File: src/cvps_pkg.sv
package cvps_pkg;
  // ====================================================
  // register map (byte addresses, one word each)
  localparam logic [7:0] ADDR_CTRL0 = 8'h00;
  localparam logic [7:0] ADDR_LSCTL = 8'h04;
  localparam logic [7:0] ADDR_HSCTL = 8'h08;
  localparam logic [7:0] ADDR_FLAGS = 8'h0c;
  localparam logic [7:0] ADDR_DEEP = 8'h10;
  localparam logic [7:0] ADDR_RSTIV = 8'h14;
  localparam logic [7:0] ADDR_STAT = 8'h18;
  // ====================================================
  // key and field positions
  localparam logic [7:0] KEY_OPEN = 8'ha5;
  localparam logic [7:0] KEY_LOCK = 8'h00;
  localparam int CTRL_KEY_LSB = 8;
  localparam int CTRL_SWBOR = 2;
  localparam int CTRL_SWPOR = 3;
  localparam int CTRL_REGOFF = 4;
  localparam int FLG_SETTLE = 0;
  localparam int FLG_REACHED = 1;
  localparam int FLG_LOWMON = 2;
  localparam int FLG_BOR = 3;
  localparam int FLG_POR = 4;
  localparam int LS_SVS_FP = 6;
  localparam int LS_SVM_FP = 7;
  localparam int LS_MD = 8;
  localparam int LS_ACE = 9;
  localparam int HS_SVS_FP = 6;
  localparam int HS_SVM_FP = 7;
  localparam int HS_MD = 8;
  localparam int HS_ACE = 9;
  // ====================================================
  // reset values: lowest levels everywhere
  localparam logic [1:0] CORE_LVL_RST = 2'h0;
  localparam logic [5:0] THR_RST = 6'h00;
  localparam logic [3:0] RSTIV_NONE = 4'h0;
  localparam logic [3:0] RSTIV_BOR = 4'h2;
  localparam logic [3:0] RSTIV_POR = 4'h4;
  // ====================================================
  // timing
  localparam int CLK_MHZ = 100;
  localparam int SETTLE_US = 2;
  localparam int SETTLE_CYC = SETTLE_US * CLK_MHZ;
  localparam int LDO_HOLD_US = 5;
  localparam int LDO_HOLD_CYC = LDO_HOLD_US * CLK_MHZ;
  localparam logic [2:0] EXIT_EVERY_N = 3'h7;
  // ====================================================
  typedef enum logic [2:0] {CVPS_AM, CVPS_LPM01, CVPS_LPM2, CVPS_LPM3, CVPS_LPM4,
    CVPS_LPM35, CVPS_LPM45} cvps_mode_t;
  typedef struct packed {
    logic svs_on;
    logic svs_full;
    logic svm_on;
    logic svm_full;
  } cvps_perf_t;
endpackage

File: src/cvps_top.sv
// Design decisions made here: the Wishbone register port and the register addresses.
`timescale 1ns/10ps
// Summary of operation
// - reset returns core level, thresholds lowest
// - flag set when core reaches programmed level
// - key byte opens and locks writes
// - every eighth LPM3 or LPM4 exit holds regulator on
// - regulator_off disables core regulator deep
// - deep entry sets pin hold lock
// - only pin condition kept while held
// - sw brownout trigger resets, sets flag
// - sw poweron trigger resets, sets flag
// - event flags clear by write, brownout and poweron flags also by vector read
// - triggers self clear, read zero
// - brownout holds reset until supply good
// - manual mode uses own fullperf bit
// - supervisors off in deepest sleep modes
// - automatic mode follows operating mode
// - low side control mode decoding
// - wake latency from low side only
// - refuse sleep while modules need resources
// - mask low events until settled, flag
module cvps_top (
  input wire logic CLK,
  input wire logic SYS_RST,
  input wire logic [7:0] WB_ADR_I,
  input wire logic [31:0] WB_DAT_I,
  input wire logic [3:0] WB_SEL_I,
  input wire logic WB_WE_I,
  input wire logic WB_CYC_I,
  input wire logic WB_STB_I,
  output logic [31:0] WB_DAT_O,
  output logic WB_ACK_O,
  input wire logic CORE_ABOVE_LS_MON,
  input wire logic CORE_BELOW_LS_MON,
  input wire logic SUPPLY_GOOD,
  input wire logic SLEEP_REQ,
  input wire logic [2:0] SLEEP_MODE_REQ,
  input wire logic MODULE_HOLD_REQ,
  input wire logic WAKE_EVENT,
  input wire logic [15:0] PIN_STATE_IN,
  output logic [15:0] PIN_STATE_OUT,
  output logic PIN_HOLD,
  output logic PORT_CFG_CLEAR,
  output logic [1:0] CORE_LEVEL,
  output logic REGULATOR_EN,
  output logic BROWNOUT_RESET,
  output logic POWERON_RESET,
  output logic POWERUP_CLEAR,
  output logic [3:0] LS_PERF,
  output logic [3:0] HS_PERF,
  output logic WAKE_FAST,
  output logic [2:0] MODE_NOW
);
  // ====================================================
  // synchronisers for pin inputs
  // same two-flop delay on every pin, so request and mode code arrive together
  logic above, below, good, sleep_req, mod_hold, wake;
  logic [2:0] mode_req;
  cvps_sync #(.WIDTH(1)) cvps_sync_above_inst (
    .clk(CLK),
    .d(CORE_ABOVE_LS_MON),
    .q_reg(above)
  );
  cvps_sync #(.WIDTH(1)) cvps_sync_below_inst (
    .clk(CLK),
    .d(CORE_BELOW_LS_MON),
    .q_reg(below)
  );
  cvps_sync #(.WIDTH(1)) cvps_sync_good_inst (
    .clk(CLK),
    .d(SUPPLY_GOOD),
    .q_reg(good)
  );
  cvps_sync #(.WIDTH(1)) cvps_sync_req_inst (
    .clk(CLK),
    .d(SLEEP_REQ),
    .q_reg(sleep_req)
  );
  cvps_sync #(.WIDTH(1)) cvps_sync_hold_inst (
    .clk(CLK),
    .d(MODULE_HOLD_REQ),
    .q_reg(mod_hold)
  );
  cvps_sync #(.WIDTH(1)) cvps_sync_wake_inst (
    .clk(CLK),
    .d(WAKE_EVENT),
    .q_reg(wake)
  );
  cvps_sync #(.WIDTH(3)) cvps_sync_mode_inst (
    .clk(CLK),
    .d(SLEEP_MODE_REQ),
    .q_reg(mode_req)
  );
  // ====================================================
  // bus decode
  logic ack_reg;
  logic key_open_reg;
  logic [1:0] core_lvl_reg;
  logic [9:0] ls_ctl_reg, hs_ctl_reg;
  logic regoff_reg, lock_reg;
  logic settle_flag_reg, reached_flag_reg, lowmon_flag_reg, bor_flag_reg, por_flag_reg;
  logic [3:0] rstiv_reg;
  logic [8:0] settle_cnt_reg;
  logic [2:0] exit_cnt_reg;
  logic [8:0] ldo_cnt_reg;
  cvps_pkg::cvps_mode_t mode_reg;
  wire req = WB_CYC_I & WB_STB_I & ~ack_reg;
  wire wr = req & WB_WE_I;
  wire rd = req & ~WB_WE_I;
  wire sel_ctrl = WB_ADR_I == cvps_pkg::ADDR_CTRL0;
  wire sel_ls = WB_ADR_I == cvps_pkg::ADDR_LSCTL;
  wire sel_hs = WB_ADR_I == cvps_pkg::ADDR_HSCTL;
  wire sel_flg = WB_ADR_I == cvps_pkg::ADDR_FLAGS;
  wire sel_deep = WB_ADR_I == cvps_pkg::ADDR_DEEP;
  wire sel_iv = WB_ADR_I == cvps_pkg::ADDR_RSTIV;
  wire sel_st = WB_ADR_I == cvps_pkg::ADDR_STAT;
  wire key_wr = wr & sel_ctrl & WB_SEL_I[1];
  wire [7:0] key_byte = WB_DAT_I[15:8];
  wire wr_ok = wr & key_open_reg;
  wire ctrl_wr = wr_ok & sel_ctrl & WB_SEL_I[0];
  wire ls_wr = wr_ok & sel_ls & (WB_SEL_I[1:0] == 2'h3);
  wire hs_wr = wr_ok & sel_hs & (WB_SEL_I[1:0] == 2'h3);
  wire flg_wr = wr_ok & sel_flg & WB_SEL_I[0];
  wire deep_wr = wr_ok & sel_deep & WB_SEL_I[0];
  wire sw_bor = ctrl_wr & WB_DAT_I[cvps_pkg::CTRL_SWBOR];
  wire sw_por = ctrl_wr & WB_DAT_I[cvps_pkg::CTRL_SWPOR];
  wire bor_src = sw_bor | ~good;
  wire por_src = bor_src | sw_por;
  // ====================================================
  // operating mode and sleep entry
  wire deep_req = (mode_req == 3'h5) | (mode_req == 3'h6);
  // refuse sleep under module demand
  // code 7 names no mode and must not reach the state register
  wire enter_ok = sleep_req & ~mod_hold & (mode_req != 3'h0) & (mode_req != 3'h7);
  wire in_deep = (mode_reg == cvps_pkg::CVPS_LPM35) | (mode_reg == cvps_pkg::CVPS_LPM45);
  wire in_low = (mode_reg == cvps_pkg::CVPS_LPM2) | (mode_reg == cvps_pkg::CVPS_LPM3)
    | (mode_reg == cvps_pkg::CVPS_LPM4);
  wire in_l34 = (mode_reg == cvps_pkg::CVPS_LPM3) | (mode_reg == cvps_pkg::CVPS_LPM4);
  wire exit_l34 = in_l34 & wake;
  wire deep_ok = ~deep_req | regoff_reg;
  cvps_pkg::cvps_mode_t mode_next;
  always_comb
  begin
    mode_next = mode_reg;
    if (wake & (mode_reg != cvps_pkg::CVPS_AM))
      mode_next = cvps_pkg::CVPS_AM;
    else if ((mode_reg == cvps_pkg::CVPS_AM) & enter_ok & deep_ok)
      mode_next = cvps_pkg::cvps_mode_t'(mode_req);
  end
  // ====================================================
  // performance control
  // low and high side control decoding
  wire ls_svs_auto = ls_ctl_reg[cvps_pkg::LS_ACE] | ~ls_ctl_reg[cvps_pkg::LS_MD];
  wire ls_svm_auto = ls_ctl_reg[cvps_pkg::LS_ACE];
  wire hs_svs_auto = hs_ctl_reg[cvps_pkg::HS_ACE] | ~hs_ctl_reg[cvps_pkg::HS_MD];
  wire hs_svm_auto = hs_ctl_reg[cvps_pkg::HS_ACE];
  logic [1:0] ls_svs_p, ls_svm_p, hs_svs_p, hs_svm_p;
  cvps_perf_sel cvps_perf_ls_svs_inst (
    .auto_mode(ls_svs_auto),
    .full_bit(ls_ctl_reg[cvps_pkg::LS_SVS_FP]),
    .sleep_keep(ls_ctl_reg[cvps_pkg::LS_MD]),
    .in_low(in_low),
    .in_deep(in_deep),
    .perf(ls_svs_p)
  );
  cvps_perf_sel cvps_perf_ls_svm_inst (
    .auto_mode(ls_svm_auto),
    .full_bit(ls_ctl_reg[cvps_pkg::LS_SVM_FP]),
    .sleep_keep(1'b1),
    .in_low(in_low),
    .in_deep(in_deep),
    .perf(ls_svm_p)
  );
  cvps_perf_sel cvps_perf_hs_svs_inst (
    .auto_mode(hs_svs_auto),
    .full_bit(hs_ctl_reg[cvps_pkg::HS_SVS_FP]),
    .sleep_keep(hs_ctl_reg[cvps_pkg::HS_MD]),
    .in_low(in_low),
    .in_deep(in_deep),
    .perf(hs_svs_p)
  );
  cvps_perf_sel cvps_perf_hs_svm_inst (
    .auto_mode(hs_svm_auto),
    .full_bit(hs_ctl_reg[cvps_pkg::HS_SVM_FP]),
    .sleep_keep(1'b1),
    .in_low(in_low),
    .in_deep(in_deep),
    .perf(hs_svm_p)
  );
  wire fast_next = ~(ls_svs_p == 2'h2) & ~(ls_svm_p == 2'h2);
  // ====================================================
  // settle timer and flags
  // low side control change restarts settle delay
  wire ls_change = ls_wr & (WB_DAT_I[9:0] != ls_ctl_reg);
  wire settling = settle_cnt_reg != 9'h000;
  wire settle_done = settle_cnt_reg == 9'h001;
  wire reached_set = above & ~settling & ~in_deep;
  wire lowmon_set = below & ~settling & ~in_deep;
  wire iv_rd = rd & sel_iv;
  wire [4:0] flg_clr = flg_wr ? ~WB_DAT_I[4:0] : 5'h00;
  wire ldo_hold_start = exit_l34 & (exit_cnt_reg == cvps_pkg::EXIT_EVERY_N);
  wire [31:0] rdata_next =
    sel_ctrl ? {16'h0000, 3'h0, key_open_reg, 7'h00, regoff_reg, 2'h0, core_lvl_reg} :
    sel_ls ? {22'h0, ls_ctl_reg} :
    sel_hs ? {22'h0, hs_ctl_reg} :
    sel_flg ? {27'h0, por_flag_reg, bor_flag_reg, lowmon_flag_reg, reached_flag_reg,
      settle_flag_reg} :
    sel_deep ? {31'h0, lock_reg} :
    sel_iv ? {28'h0, rstiv_reg} :
    sel_st ? {23'h0, settling, REGULATOR_EN, mode_reg, ls_svs_p, ls_svm_p} : 32'h0;
  // ====================================================
  // registers
  always_ff @(posedge CLK)
  begin
    if (SYS_RST)
    begin
      ack_reg <= 1'b0;
      key_open_reg <= 1'b0;
      mode_reg <= cvps_pkg::CVPS_AM;
      settle_cnt_reg <= 9'h000;
      exit_cnt_reg <= 3'h0;
      ldo_cnt_reg <= 9'h000;
      lock_reg <= 1'b0;
      regoff_reg <= 1'b0;
      {settle_flag_reg, reached_flag_reg, lowmon_flag_reg} <= 3'h0;
      {bor_flag_reg, por_flag_reg} <= 2'h0;
      rstiv_reg <= cvps_pkg::RSTIV_NONE;
      core_lvl_reg <= cvps_pkg::CORE_LVL_RST;
      ls_ctl_reg <= {4'h0, cvps_pkg::THR_RST};
      hs_ctl_reg <= {4'h0, cvps_pkg::THR_RST};
    end
    else
    begin
      ack_reg <= req;
      if (key_wr)
        key_open_reg <= key_byte == cvps_pkg::KEY_OPEN;
      mode_reg <= mode_next;
      if (ctrl_wr)
      begin
        core_lvl_reg <= WB_DAT_I[1:0];
        regoff_reg <= WB_DAT_I[cvps_pkg::CTRL_REGOFF];
      end
      if (ls_wr)
        ls_ctl_reg <= WB_DAT_I[9:0];
      if (hs_wr)
        hs_ctl_reg <= WB_DAT_I[9:0];
      if (ls_change)
        settle_cnt_reg <= 9'(cvps_pkg::SETTLE_CYC);
      else if (settling)
        settle_cnt_reg <= settle_cnt_reg - 9'h001;
      // set beats clear for every flag
      settle_flag_reg <= settle_done | (settle_flag_reg & ~flg_clr[cvps_pkg::FLG_SETTLE]);
      reached_flag_reg <= reached_set | (reached_flag_reg & ~flg_clr[cvps_pkg::FLG_REACHED]);
      lowmon_flag_reg <= lowmon_set | (lowmon_flag_reg & ~flg_clr[cvps_pkg::FLG_LOWMON]);
      bor_flag_reg <= bor_src | (bor_flag_reg & ~flg_clr[cvps_pkg::FLG_BOR] & ~iv_rd);
      por_flag_reg <= por_src | (por_flag_reg & ~flg_clr[cvps_pkg::FLG_POR] & ~iv_rd);
      if (bor_src)
        rstiv_reg <= cvps_pkg::RSTIV_BOR;
      else if (sw_por)
        rstiv_reg <= cvps_pkg::RSTIV_POR;
      else if (iv_rd)
        rstiv_reg <= cvps_pkg::RSTIV_NONE;
      if (exit_l34)
        exit_cnt_reg <= exit_cnt_reg + 3'h1;
      if (ldo_hold_start)
        ldo_cnt_reg <= 9'(cvps_pkg::LDO_HOLD_CYC);
      else if (ldo_cnt_reg != 9'h000)
        ldo_cnt_reg <= ldo_cnt_reg - 9'h001;
      if ((mode_next == cvps_pkg::CVPS_LPM35) | (mode_next == cvps_pkg::CVPS_LPM45))
        lock_reg <= 1'b1;
      else if (deep_wr & ~WB_DAT_I[0])
        lock_reg <= 1'b0;
    end
  end
  // ====================================================
  // outputs, all registered
  always_ff @(posedge CLK)
  begin
    if (SYS_RST)
    begin
      WB_ACK_O <= 1'b0;
      WB_DAT_O <= 32'h0;
      PIN_STATE_OUT <= 16'h0000;
      PIN_HOLD <= 1'b0;
      PORT_CFG_CLEAR <= 1'b0;
      CORE_LEVEL <= cvps_pkg::CORE_LVL_RST;
      REGULATOR_EN <= 1'b1;
      BROWNOUT_RESET <= 1'b0;
      POWERON_RESET <= 1'b0;
      POWERUP_CLEAR <= 1'b0;
      LS_PERF <= 4'h0;
      HS_PERF <= 4'h0;
      WAKE_FAST <= 1'b1;
      MODE_NOW <= 3'h0;
    end
    else
    begin
      WB_ACK_O <= req;
      WB_DAT_O <= rd ? rdata_next : 32'h0;
      if (~lock_reg)
        PIN_STATE_OUT <= PIN_STATE_IN;
      PIN_HOLD <= lock_reg;
      PORT_CFG_CLEAR <= in_deep;
      CORE_LEVEL <= core_lvl_reg;
      REGULATOR_EN <= ~(in_deep & regoff_reg) | (ldo_cnt_reg != 9'h000) | ldo_hold_start;
      BROWNOUT_RESET <= bor_src;
      POWERON_RESET <= por_src;
      POWERUP_CLEAR <= por_src;
      LS_PERF <= {ls_svs_p, ls_svm_p};
      HS_PERF <= {hs_svs_p, hs_svm_p};
      WAKE_FAST <= fast_next;
      MODE_NOW <= mode_reg;
    end
  end
endmodule

// ====================================================
// two-flop synchroniser
// no reset: the chain flushes while reset is held
module cvps_sync #(
  parameter int WIDTH = 1
) (
  input wire logic clk,
  input wire logic [WIDTH-1:0] d,
  output logic [WIDTH-1:0] q_reg
);
  logic [WIDTH-1:0] meta_reg;
  always_ff @(posedge clk)
  begin
    meta_reg <= d;
    q_reg <= meta_reg;
  end
endmodule

// ====================================================
// performance selection of one supervisor or monitor
module cvps_perf_sel (
  input wire logic auto_mode,
  input wire logic full_bit,
  input wire logic sleep_keep,
  input wire logic in_low,
  input wire logic in_deep,
  output logic [1:0] perf
);
  wire keep_on = ~auto_mode | ~in_low;
  wire [1:0] auto_low = {full_bit & sleep_keep, 1'b0};
  wire [1:0] awake_perf = {1'b1, full_bit};
  assign perf = in_deep ? 2'h0 : (keep_on ? awake_perf : auto_low);
endmodule

File: config.mk
export PLATFORM = sky130hd
export DESIGN_NAME = cvps_top
export DESIGN_NICKNAME = d
export VERILOG_FILES = /design/src/cvps_pkg.sv /design/src/cvps_top.sv
export SDC_FILE = /design/constraint.sdc
export NUM_CORES = 1
export LEC_CHECK = 0
export ABC_AREA = 1
export BUFFER_PORTS_ARGS = -buffer_cell sky130_fd_sc_hd__buf_2
export CAP_MARGIN = 20
export CORE_ASPECT_RATIO = 0.5
export CORE_MARGIN = 4
export CORE_UTILIZATION = 52
export CTS_BUF_LIST = sky130_fd_sc_hd__clkbuf_16
export DETAILED_ROUTE_END_ITERATION = 16
export PLACE_DENSITY_LB_ADDON = 0.3
export RECOVER_POWER = 100
export SYNTH_ARGS = -nofsm -noshare
export SYNTH_HDL_FRONTEND = slang
export SYNTH_SLANG_ARGS = --single-unit
File: constraint.sdc
create_clock -name CLK -period 1.8 [get_ports CLK]
set_clock_uncertainty 0.2 [all_clocks]
set_input_delay 0.45 -clock CLK [delete_from_list [all_inputs] [get_ports CLK]]
set_output_delay 0.45 -clock CLK [all_outputs]
set_load 0.02 [all_outputs]
==> results of run 1 <==
-- worst min-delay path by stage --
stage                     depth (start not counted)                             startpoint                            endpoint
final                                             3                        PIN_STATE_IN[9]       PIN_STATE_OUT[9]$_SDFFE_PP0N_
after global routing                              3                       PIN_STATE_IN[13]      PIN_STATE_OUT[13]$_SDFFE_PP0N_
after CTS                                         3                        PIN_STATE_IN[3]       PIN_STATE_OUT[3]$_SDFFE_PP0N_
after detailed placement                          0   cvps_sync_hold_inst.meta_reg$_DFF_P_   cvps_sync_hold_inst.q_reg$_DFF_P_
after global placement                            0   cvps_sync_hold_inst.meta_reg$_DFF_P_   cvps_sync_hold_inst.q_reg$_DFF_P_
after floorplan                                   0  cvps_sync_above_inst.meta_reg$_DFF_P_  cvps_sync_above_inst.q_reg$_DFF_P_
-- tightest hold or removal path, cell delays in order --
cell and delay (ns):
sky130_fd_sc_hd__buf_2 0.07, sky130_fd_sc_hd__o21ai_0 0.06, sky130_fd_sc_hd__nor2_1 0.07
-- through the flow --
| stage | utilization (%) | total power [µW] |
|---|---|---|
| final | 68.00 | 7806 |
| after global routing | 68.00 | 8239 |
| after CTS | 68.85 | 7853 |
| after detailed placement | 62.20 | 4692 |
| after global placement | 62.20 | 4637 |
| after floorplan | - | 4282 |
-- kinds of logic (layout without fill, tap and decap cells) --
group,Yosys count,after routing
and+or+nand+nor,291,291
AOI/OAI and AO/OA,128,128
buffers and inverters,124,265
DFF,121,121
xor gates and xnor gates,12,12
adders and majority gates,6,6
other,1,21
-- cell usage in the layout (no fill, tap or decap), drive strengths merged --
cell type / instances
o211ai: 4
buf: 84
a21boi: 1
o31ai: 1
clkinv: 11
bufinv: 2
nor3b: 1
nor4: 1
o21ai: 59
nor2: 107
dlygate4sd3: 9
nand4: 8
conb: 21
a21oi: 61
nand2: 124
dfxtp: 121
nor3: 9
a31oi: 2
xnor2: 1
ha: 6
clkinvlp: 1
nand3: 40
xor2: 11
nand3b: 1
inv: 85
clkbuf: 73
-- layout make-up --
type / instances / area, µm² / share of cell area (%)
clock inverter: 15 / 118.9 / 1.832
tap: 135 / 168.9 / 2.604
timing repair buffer: 149 / 818.3 / 12.61
multi-input combinational: 458 / 2218 / 34.19
clock buffer: 17 / 425.4 / 6.557
sequential: 121 / 2422 / 37.34
inverter: 84 / 315.3 / 4.860
-- synth_stat cells --
master and instances:
sky130_fd_sc_hd__nor2_8 1, sky130_fd_sc_hd__inv_1 80, sky130_fd_sc_hd__nor3_2 1, sky130_fd_sc_hd__xnor2_1 1
sky130_fd_sc_hd__nand3_1 37, sky130_fd_sc_hd__buf_1 2, sky130_fd_sc_hd__o211ai_1 4, sky130_fd_sc_hd__ha_1 6
sky130_fd_sc_hd__nor2_4 3, sky130_fd_sc_hd__nor4_1 1, sky130_fd_sc_hd__a21oi_1 61, sky130_fd_sc_hd__o31ai_1 1
sky130_fd_sc_hd__inv_2 2, sky130_fd_sc_hd__a21boi_0 1, sky130_fd_sc_hd__nor2_2 9, sky130_fd_sc_hd__o21ai_1 1
sky130_fd_sc_hd__nand4_1 7, sky130_fd_sc_hd__xor2_1 11, sky130_fd_sc_hd__a31oi_1 2, sky130_fd_sc_hd__nor3_1 8
sky130_fd_sc_hd__nor2_1 94, sky130_fd_sc_hd__nand3_2 1, sky130_fd_sc_hd__clkbuf_2 1, sky130_fd_sc_hd__conb_1 1
sky130_fd_sc_hd__nand4_2 1, sky130_fd_sc_hd__nand2_1 121, sky130_fd_sc_hd__nand3b_2 1, sky130_fd_sc_hd__buf_2 6
sky130_fd_sc_hd__nand2_2 3, sky130_fd_sc_hd__buf_6 2, sky130_fd_sc_hd__clkbuf_1 7, sky130_fd_sc_hd__dfxtp_1 121
sky130_fd_sc_hd__nor3b_1 1, sky130_fd_sc_hd__o21ai_0 56, sky130_fd_sc_hd__o21ai_2 2, sky130_fd_sc_hd__clkinv_1 2
sky130_fd_sc_hd__buf_4 22, sky130_fd_sc_hd__nand3_4 2
-- timing repair --
| action | 4_1_cts | 5_1_grt |
|---|---|---|
| resized for setup | 0 | 4 |
| endpoints found under the hold margin | 9 | 0 |
| hold buffers | 9 | 0 |
| setup endpoints to repair | 0 | 4 |
-- power breakdown --
part / switching, µW / internal [µW]
Clock: 1130 / 1980
Combinational: 1010 / 619
Sequential: 148 / 2920
Total: 2280 / 5520
-- metal layers --
| layer | up-vias | track usage (%) | wire length, µm |
|---|---|---|---|
| li1 | 2446 | - | - |
| met1 | 2138 | 28.47 | 5885 |
| met2 | 191 | 38.30 | 5779 |
| met3 | 5 | 7.439 | 1096 |
| met4 | 0 | 6.175 | 74 |
| met5 | - | 0 | 0 |
==> results list, run 1 <==
- During I/O placement, the number of pins put on the boundary was 143.
- Counting distinct cell types in the post-synthesis netlist gives 38.
- Worst slew pin tran: 0.6776 ns
- Starting utilization of the core area: 53.89%
* Cell with the largest stage delay on the worst path: sky130_fd_sc_hd__dfxtp_1
- The setup check on the worst reg-to-reg path leaves a slack of 0.12 ns.
- Input and output buffers added on the ports amount to 103.
- Peak supply drop: 0.7413 mV
- The portion of synthesized area spent on multiplexers is 0%.
- Sequential cell area fraction in the yosys report: 47.12%
- In this run the post-CTS setup repair buffer count came out at 0.
- Die area: 11640 µm²
* Count of H-tree levels built during CTS: 4
- Setup violations remaining at the end of the flow were counted as 0.
* Detailed Route WL: 12840 µm
* Initial antenna violation count: 0
- Clock Pin Slew Worst Setup and Hold Paths: 0.05 ns
* Number of global-route vias before repair: 4622
- Clock net sink count: 121
* Placed wire-length estimate after detailed placement: 9345 µm
- Synthesis produced a netlist whose cell count is 683.
* Signal arrival time at the worst endpoint: 1.03 ns
- Worst slack, placed: -0.1190 ns
- The endpoint identified for the worst register-to-register timing path is hs_ctl_reg[0]$_SDFFE_PP0P_.
- Clock latency on the worst-skew pair: 0.41 ns
* Flip-flop count of the largest register after layout: 16
* Setup crit end: WB_ACK_O
- The final route contains 4780 vias.
- The signal on the critical path passes through clkbuf_1.
* Die height: 78.31 µm
* Smallest hold slack: 0.08006 ns
* Time the worst path needs with I/O delays and setup: 1.679 ns
- Type of the worst min-delay path: input port to register
- DRT Pass-1 Iters: 7
* Number of buffers added by the clock tree synthesis step: 17
- Placeable Area: 9540 µm²
* Global-route wire length before repair: 21230 µm
* CTS max path bufs: 2
- Excluding fillers, the count of instances in the completed layout stands at 979.
* Final Max Slew Viols: 0
* Cell area power density: 1203 nW/µm²
* Share of the clock period used by the worst path: 93.29%
- # nets final: 911
- Pin count of the biggest net entering global routing: 25
- Post-synthesis share of cell area spent on and, or, nand and nor gates: 25.24%
- Startpoint of the most critical setup path: WB_ACK_O$_SDFF_PP0_
* Cell Area, Synth: 5141 µm²
- Total placed cells including tap cells: 938
- In this run the mean area of a mapped cell was 7.527 µm².
* Filler cell count: 845
- Once layout is done, the placed cells without fillers occupy 6487 µm².
- Worst max-slew margin expressed relative to the limit: 54.82%
* Yosys warning count: 0
- Compared with the post-synthesis result, the final layout area differs by 26.19%.
- Delay of the slowest critical-path stage: 0.37 ns
- Startpoint of the lowest-slack register-to-register path: WB_ACK_O$_SDFF_PP0_
- After detailed routing, the number of remaining DRC violations is 0.
- Once placement finished, the instance area stood at 5934 µm².
- In this run the worst path has a maximum fanout of 3.
- Worst Slack Setup Final: 0.1207 ns
- Share of synthesized cell area in full adder, half adder and majority cells: 1.460%
* Largest registers ranked by flip-flop count: PIN_STATE_OUT x16, WB_DAT_O x11
- Global routing finished with a remaining overflow of 0.
* Result of the run: complete, no violations
* Area fraction in compound gates after synthesis: 12.95%
- Logic depth of the worst setup path including buffers: 1
- Cell family with most CP delay: flip-flops
- Top register by number of flip-flops: PIN_STATE_OUT
* Setup Crit Path Kind: register to primary output
- Req. time, crit path: 1.15 ns
* Maximum clock frequency: 595.5 MHz
- In the routed layout, each cell is associated on average with a via count of 4.883.
- Of the post-synthesis cell area, the dominant cell type holds 47.12%.
- Combinational family with the most area after synthesis: simple AND/OR/NAND/NOR gates
* Final Hold Violating Endpoints: 0
* Biggest area contributors in the synthesized netlist: sky130_fd_sc_hd__dfxtp_1 (47%), sky130_fd_sc_hd__nand2_1 (8.8%), sky130_fd_sc_hd__nor2_1 (6.9%)
- Yosys reg bits: 121
- Horizontal die dimension: 148.6 µm
- Final TNS setup: 0 ns
* Endpoint kind of the worst setup timing path: primary output
* CP Launch Type: register
- Final antenna diode count: 0
- Post-synthesis share of cell area spent on xor and xnor gates: 2.044%
* CTS root buffer: sky130_fd_sc_hd__clkbuf_16
- The congestion estimate from routability-driven global placement came to 0.8817.
* Overall routing resource usage: 22.84%
- Summed over all instances, the cell type with the most area after synthesis is sky130_fd_sc_hd__dfxtp_1.
- Number of nets with antenna violations after routing: 0
- TritonCTS built the clock tree.
- Max-cap violations in this run came to 0.
- Measured in cells, the most critical reg-to-reg path has a length of 7.
- Counting both buffers and inverters, the worst setup path holds a total of 1.
- Setup repair after global routing left no endpoint under its margin.
* Layout cell share with drive strength beyond 1: 16.23%
- Number of violations reported at the end of detailed-routing iteration 0: 345
- In the final routed layout, each cell accounts on average for 13.11 µm.
* Leakage power figure: 0.003020 µW
* Number of rows in the core area: 25
No activity file was read; power rests on OpenSTA's default activity.
==> inputs of run 2 (changes only) <==
CORE_UTILIZATION = 38   (was 52)
==> run 2 against run 1 <==
  * Sequential share of layout area shrank 0.16 points
  * Critical path depth rose by 5
  * Die area increased by 34%
  * Utilization down 18 points
  * Non-clock buffer count shrank 4
  * Register-to-register slack got worse by 0.04 ns
  * First-iteration DRC count is 38% lower
  * Fmax shrank 2.1%
  * Global-route usage fell by 6.0 points
  * Setup slack worse by 0.036 ns
  * Critical path type is now register to register
  * Critical endpoint is now WAKE_FAST$_SDFF_PP1_
  * Highest routed layer unchanged
==> results list, run 2 (synthesized netlist as in run 1, its figures left out) <==
* Share of the clock period used by the worst path: 95.29% (was 93.29%)
* Filler cell count: 1307 (was 845)
* Maximum clock frequency: 583.0 MHz (was 595.5 MHz)
* Number of post-CTS setup repair buffers: 0 (unchanged)
* DRT Pass-1 Iters: 5 (was 7)
- Most common cell after layout, fill and taps aside: sky130_fd_sc_hd__nand2_1 (unchanged)
- The type of the most critical hold path was input port to register (unchanged).
- The hold violation total from the final report came to 0 (unchanged).
- Leakage power figure: 0.002993 µW (was 0.003020 µW)
* # nets final: 907 (was 911)
* Overflow after GRT: 0 (unchanged)
- The CTS tree is done (unchanged).
- The total CTS buffers was 17 (unchanged).
* Startpoint of the most critical setup path: mode_reg[2]$_SDFF_PP0_ (was WB_ACK_O$_SDFF_PP0_)
* Final weighted congestion in routability-driven placement: 0.8673 (was 0.8817)
* Initial antenna violation count: 0 (unchanged)
* Delay of the slowest critical-path stage: 0.49 ns (was 0.37 ns)
- Cell area power density: 1204 nW/µm² (was 1203 nW/µm²)
* Worst-case reg-to-reg path depth: 6 (was 7)
- Horizontal die dimension: 172.5 µm (was 148.6 µm)
- The sum of routed wire length over all layers was 12720 µm (was 12840 µm).
- Critical-path cell list: inv_1 -> nand2_1 -> nand2_1 -> a21oi_1 -> inv_1 -> a21oi_1 (was clkbuf_1)
- The largest fanout of any net on the critical path came to 8 (was 3).
* Clock Pin Slew Worst Setup and Hold Paths: 0.05 ns (about the same)
* M1 GR Usage: 22.71% (was 28.47%)
- Placeable Area: 12950 µm² (was 9540 µm²)
- GR met3 Demand/Resource: 5.815% (was 7.439%)
- The final period demand of the worst path came to 1.715 ns (was 1.679 ns).
* Req. time, crit path: 1.90 ns (was 1.15 ns)
- Die area: 15570 µm² (was 11640 µm²)
- The total of cells resized after clock tree synthesis is 0 (unchanged).
* Final antenna diode count: 0 (unchanged)
- The post-route DRC violation count was 0 (unchanged).
- Unrepaired setup endpoints after global routing: true (was false).
- Fraction of met2 tracks used by global routing: 25.42% (was 38.30%)
- Placed wire-length estimate after detailed placement: 9685 µm (was 9345 µm)
* Top register by number of flip-flops: PIN_STATE_OUT (unchanged)
* Reg2reg setup slack: 0.08 ns (was 0.12 ns)
- Busiest grt layer: met2 (unchanged)
* Capture instance of the worst register-to-register path: WAKE_FAST$_SDFF_PP1_ (was hs_ctl_reg[0]$_SDFFE_PP0P_)
- The total instance count after detailed placement came to 969 (was 938).
- The slowest stage cell on the critical path was sky130_fd_sc_hd__dfxtp_1 (unchanged).
* Result of the run: complete, no violations (unchanged)
- Peak supply drop: 0.6600 mV (was 0.7413 mV)
- CP Launch Type: register (unchanged)
- The setup TNS is 0 ns (unchanged).
- Signal arrival time at the worst endpoint: 1.82 ns (was 1.03 ns)
- The via count is 4649 (was 4780).
- Area growth syn-to-layout: 26.72% (was 26.19%)
* Number of rows in the core area: 29 (was 25)
- The clock root buffer was sky130_fd_sc_hd__clkbuf_16 (unchanged).
- Worst slew pin tran: 0.6302 ns (was 0.6776 ns)
* Largest registers ranked by flip-flop count: PIN_STATE_OUT x16, WB_DAT_O x11 (unchanged)
- Count of maximum capacitance violations: 0 (unchanged)
* Average vias per placed instance: 4.603 (was 4.883)
- The maximum number of pins on one net before global-route repair was 33 (was 25).
* Final cell count without fillers: 1010 (was 979)
- The cell depth of the worst min-delay path was 3 (unchanged).
- The die span in y is 90.25 µm (was 78.31 µm).
* Endpoint kind of the worst setup timing path: register (was primary output)
- Number of nets with antenna violations after routing: 0 (unchanged)
- Average wire length per cell after detail routing: 12.59 µm (was 13.11 µm)
* CP Buf/Inv Count: 2 (was 1)
- Clock latency on the worst-skew pair: 0.41 ns (about the same)
- Logic depth of the worst setup path including buffers: 6 (was 1)
* Number of global-route vias before repair: 4479 (was 4622)
* Starting utilization of the core area: 39.69% (was 53.89%)
* Overall routing resource usage: 16.87% (was 22.84%)
* Smallest hold slack: 0.08210 ns (was 0.08006 ns)
- The critical path's top delay family was flip-flops (unchanged).
- The tightest slew margin relative to the limit was 57.99% (was 54.82%).
* Count of H-tree levels built during CTS: 4 (unchanged)
- The number of violations reported at the end of detailed-routing iteration 0 is 214 (was 345).
- The number of clock sinks seen by CTS was 121 (unchanged).
- The global-route wire length before repair was 21160 µm (was 21230 µm).
- The ratio of cells with drive above 1 in the final layout was 15.95% (was 16.23%).
* CTS max path bufs: 2 (unchanged)
- The number of top-level pins is 143 (unchanged).
- The source of the worst register-to-register timing path is mode_reg[2]$_SDFF_PP0_ (was WB_ACK_O$_SDFF_PP0_).
* Final Max Slew Viols: 0 (unchanged)
- Setup crit end: WAKE_FAST$_SDFF_PP1_ (was WB_ACK_O)
* Count of input and output buffers: 103 (unchanged)
* End-of-flow core utilization: 50.29% (was 68.00%)
- The number of failing setup endpoints in the final timing report is 0 (unchanged).
- The class of the most critical setup path is register to register (was register to primary output).
- Most frequent cells in the layout: sky130_fd_sc_hd__nand2_1 (122), sky130_fd_sc_hd__dfxtp_1 (121), sky130_fd_sc_hd__nor2_1 (96) (was sky130_fd_sc_hd__nand2_1 (122), sky130_fd_sc_hd__dfxtp_1 (121), sky130_fd_sc_hd__nor2_1 (95)).
- The number of flip-flops under the largest register name is 16 (unchanged).
## run 2: cell count changes in the layout (fill, tap and decap cells not counted), sizes merged
cell | previous run | this run
inv | 85 | 84
clkinv | 11 | 9
clkbuf | 73 | 70
buf | 84 | 83
clkinvlp | 1 | 4
## run 2: stage by stage
step	setup WS (ns)	power, µW	cell area, µm²
after floorplan	0.1710	4282	5216
after global placement	-0.08146	4636	5948
after detailed placement	-0.09723	4679	5948
final	0.08484	7846	6515
after global routing	-0.001784	8328	6515
after CTS	0.1137	7935	6601
## run 2: routing by layer
| metal | vias to the layer above | routed length (µm) |
|---|---|---|
| li1 | 2424 | - |
| met1 | 2072 | 6279 |
| met2 | 141 | 5352 |
| met3 | 12 | 948 |
| met4 | 0 | 136 |
| met5 | - | 0 |
## run 2: layout make-up
type / count / area [µm²] / area share (%)
Timing Repair Buffer: 145 / 790.8 / 12.14
Clock buffer: 17 / 425.4 / 6.530
Clock inverter: 15 / 137.6 / 2.113
Inverter: 84 / 315.3 / 4.840
Tap cell: 170 / 212.7 / 3.265
Multi-Input combinational cell: 458 / 2211 / 33.94
Sequential cell: 121 / 2422 / 37.18
## run 2: worst reg2reg max path, stage by stage, from the launching register on
cell                      delay [ns]
sky130_fd_sc_hd__dfxtp_1        0.49
sky130_fd_sc_hd__inv_1          0.13
sky130_fd_sc_hd__nand2_1        0.07
sky130_fd_sc_hd__nand2_1        0.14
sky130_fd_sc_hd__a21oi_1        0.22
sky130_fd_sc_hd__inv_1          0.11
sky130_fd_sc_hd__a21oi_1        0.26
## run 2: worst min path at each step
stage	startpoint	end
2_1_floorplan	cvps_sync_above_inst.meta_reg$_DFF_P_	cvps_sync_above_inst.q_reg$_DFF_P_
3_3_place_gp	cvps_sync_hold_inst.meta_reg$_DFF_P_	cvps_sync_hold_inst.q_reg$_DFF_P_
3_5_place_dp	cvps_sync_good_inst.meta_reg$_DFF_P_	cvps_sync_good_inst.q_reg$_DFF_P_
4_1_cts	PIN_STATE_IN[5]	PIN_STATE_OUT[5]$_SDFFE_PP0N_
5_1_grt	PIN_STATE_IN[1]	PIN_STATE_OUT[1]$_SDFFE_PP0N_
6_report	PIN_STATE_IN[1]	PIN_STATE_OUT[1]$_SDFFE_PP0N_
## run 2: report_power, final
group	switching, µW	internal [µW]
Clock	1210	2010
Sequential	146	2920
Combinational	964	598
Total	2320	5530
## run 2: what timing repair did
item | 4_1_cts | 5_1_grt
hold buffers | 9 | 0
endpoints found under the hold margin | 9 | 0
endpoints found under the setup margin | 0 | 1
==> inputs of run 3 (changes only) <==
BUFFER_PORTS_ARGS = not set   (was -buffer_cell sky130_fd_sc_hd__buf_2)
CTS_CLUSTER_DIAMETER = 80   (was not set)
DONT_BUFFER_PORTS = 1   (was not set)
==> run 3 against run 2 <==
  * Die area unchanged
  * Wire length up 2.4%
  * Final cell count down 8.2%
  * Fmax up 3.1%
  * Register-to-register slack better by 0.05 ns
  * Sequential power up 2%
  * Via count down 4.8%
  * Count of clock-buffer cells in the layout unchanged
  * Total power up 2.8%
  * Highest routed layer unchanged
  * Non-clock buffer count down 83
  * Critical path depth down 5
  * Largest power group unchanged
==> results list, run 3 (synthesized netlist as in run 1, its figures left out) <==
- The clock root buffer is sky130_fd_sc_hd__clkbuf_16 (unchanged).
- The area added between synthesis and finish was 22.22% (was 26.72%).
* Pin count of the biggest net entering global routing: 49 (was 33)
- The HPWL reported at the end of detailed placement came to 9613 µm (was 9685 µm).
* Number of rows in the core area: 29 (unchanged)
- The required time reported for the critical path endpoint is 1.15 ns (was 1.90 ns).
- Count of maximum capacitance violations: 0 (unchanged)
* Time the worst path needs with I/O delays and setup: 1.664 ns (was 1.715 ns)
- The largest vdd supply drop was 0.5920 mV (was 0.6600 mV).
- Critical-path cell list: clkbuf_1 (was inv_1 -> nand2_1 -> nand2_1 -> a21oi_1 -> inv_1 -> a21oi_1)
- Cell area power density: 1283 nW/µm² (was 1204 nW/µm²)
- Final-report setup violation count: 0 (unchanged)
- Number of violations reported at the end of detailed-routing iteration 0: 208 (was 214)
* Most common cell after layout, fill and taps aside: sky130_fd_sc_hd__nand2_1 (unchanged)
* Endpoint kind of the worst setup timing path: primary output (was register)
- Signal arrival time at the worst endpoint: 1.01 ns (was 1.82 ns)
* Global-route wire length before repair: 21730 µm (was 21160 µm)
- The full die area came to 15570 µm² (unchanged).
* Flip-flop count of the largest register after layout: 16 (unchanged)
* Average wire length per cell after detail routing: 14.05 µm (was 12.59 µm)
- Count of H-tree levels built during CTS: 4 (unchanged)
- The final net count came to 824 (was 907).
* Most frequent cells in the layout: sky130_fd_sc_hd__nand2_1 (121), sky130_fd_sc_hd__dfxtp_1 (120), sky130_fd_sc_hd__nor2_1 (97) (was sky130_fd_sc_hd__nand2_1 (122), sky130_fd_sc_hd__dfxtp_1 (121), sky130_fd_sc_hd__nor2_1 (96))
* Crit path max fanout: 2 (was 8)
- Die height: 90.25 µm (unchanged)
* Number of buffers added by the clock tree synthesis step: 17 (unchanged)
- Largest registers ranked by flip-flop count: PIN_STATE_OUT x16, WB_DAT_O x11 (unchanged).
* CP Launch Type: register (unchanged)
- Average vias per placed instance: 4.777 (was 4.603)
- The launch point of the worst hold path was PIN_STATE_IN[10] (was PIN_STATE_IN[1]).
- Worst slack, placed: -0.04864 ns (was -0.09723 ns)
- Startpoint of the lowest-slack register-to-register path: ldo_cnt_reg[0]$_SDFFE_PP0P_ (was mode_reg[2]$_SDFF_PP0_)
* CP Buf/Inv Count: 1 (was 2)
- Placeable Area: 12950 µm² (unchanged)
- Total via count in the routed design: 4428 (was 4649)
* Cell family with most CP delay: flip-flops (unchanged)
- The global placement routability congestion is 0.8847 (was 0.8673).
- The final worst slack came to 0.1363 ns (was 0.08484 ns).
- The final clock period utilization by the worst path is 92.43% (was 95.29%).
- The class of the most critical setup path is register to primary output (was register to register).
- The hold violation total from the final report came to 0 (unchanged).
- The final hold slack was 0.01604 ns (was 0.08210 ns).
- The number of setup buffers added after CTS came to 0 (unchanged).
* Cell with the largest stage delay on the worst path: sky130_fd_sc_hd__dfxtp_1 (unchanged)
- Overall routing resource usage: 17.49% (was 16.87%)
* Clock Pin Slew Worst Setup and Hold Paths: 0.06 ns (was 0.05 ns)
- The number of nets with antenna violations after detailed routing came to 0 (unchanged).
* DRT Pass-1 Iters: 5 (unchanged)
* CTS tree: done (unchanged)
- Unrepaired setup endpoints after global routing: false (was true).
* Final Max Slew Viols: 0 (unchanged)
- Initial antenna violation count: 0 (unchanged)
- The sum of routed wire length over all layers was 13030 µm (was 12720 µm).
- The actual slew at the worst max-slew pin was 0.9894 ns (was 0.6302 ns).
- The count of buffers from port buffering came to 0 (was 103).
- The setup TNS was 0 ns (unchanged).
- Top register by number of flip-flops: PIN_STATE_OUT (unchanged)
- Final cell area excluding filler cells: 6284 µm² (was 6515 µm²)
- Maximum clock frequency: 601.1 MHz (was 583.0 MHz)
* Starting utilization of the core area: 39.69% (unchanged)
- Number of global-route vias before repair: 4475 (was 4479)
- Pwr Total: 8064 µW (was 7846 µW)
* Type of the worst min-delay path: input port to register (unchanged)
- The post-route DRC violation count came to 0 (unchanged).
* CTS max path bufs: 2 (unchanged)
* Layout cell share with drive strength beyond 1: 10.57% (was 15.95%)
* Worst max-slew margin expressed relative to the limit: 34.04% (was 57.99%)
- I/O pins: 143 (unchanged)
- The number of clock sinks seen by CTS is 121 (unchanged).
* Horizontal die dimension: 172.5 µm (unchanged)
- Final antenna diode count: 0 (unchanged)
* Leakage power figure: 0.002817 µW (was 0.002993 µW)
* Clock latency on the worst-skew pair: 0.41 ns (about the same)
* Overflow after GRT: 0 (unchanged)
- Startpoint of the most critical setup path: WB_ACK_O$_SDFF_PP0_ (was mode_reg[2]$_SDFF_PP0_)
- The placement-stage cell area was 5418 µm² (was 5948 µm²).
- The largest incremental delay on the critical path was 0.34 ns (was 0.49 ns).
* Result of the run: complete, no violations (unchanged)
[run 3: cell count changes in the layout (fill, tap and decap cells not counted), sizes merged]
cell	before	now
buf	83	24
clkbuf	70	25
dlygate4sd3	9	30
bufinv	2	3
clkinvlp	4	3
[run 3: path summary, 6_finish.rpt]
| path | end | slack, ns | cells after the start |
|---|---|---|---|
| worst max-delay path | WB_ACK_O | 0.14 | 1 |
| worst min-delay path | PIN_STATE_OUT[10]$_SDFFE_PP0N_ | 0.02 | 2 |
| worst max register to register | ldo_cnt_reg[5]$_SDFFE_PP0P_ | 0.14 | 8 |
| worst min register to register | cvps_sync_mode_inst.q_reg[2]$_DFF_P_ | 0.13 | 0 |
[run 3: report_power, final]
group          internal (µW)  leakage [µW]  total (µW)  switching, µW
sequential              2920      0.000995        3140            218
clock                   2180      0.000291        3440           1270
combinational            602       0.00153        1480            879
total                   5700       0.00282        8060           2360
[run 3: through the flow]
stage                     utilization, %  cells
after floorplan                        -    703
after global placement             41.82    864
after detailed placement           41.82    864
after CTS                          48.88    927
after global routing               48.51    927
final                              48.51    927
[run 3: what timing repair did]
item | CTS | global route
hold buffers | 31 | 0
resized for setup | 0 | 2
endpoints found under the setup margin | 0 | 5
hold endpoints to repair | 50 | 0
[run 3: final cells by class]
cell class	instances	area [µm²]
Clock buffer	17	425.4
Clock inverter	15	178.9
Fill cell	1262	6670
Inverter	84	315.3
Multi-Input combinational cell	458	2202
Sequential cell	121	2424
Tap cell	170	212.7
Timing Repair Buffer	62	525.5
[run 3: per-layer routing]
layer,vias up,track usage (%),wire (µm)
met2,166,26.88,5609
met5,-,0,0
met1,1973,22.07,5848
li1,2267,-,-
met4,0,6.344,231
met3,22,7.127,1338
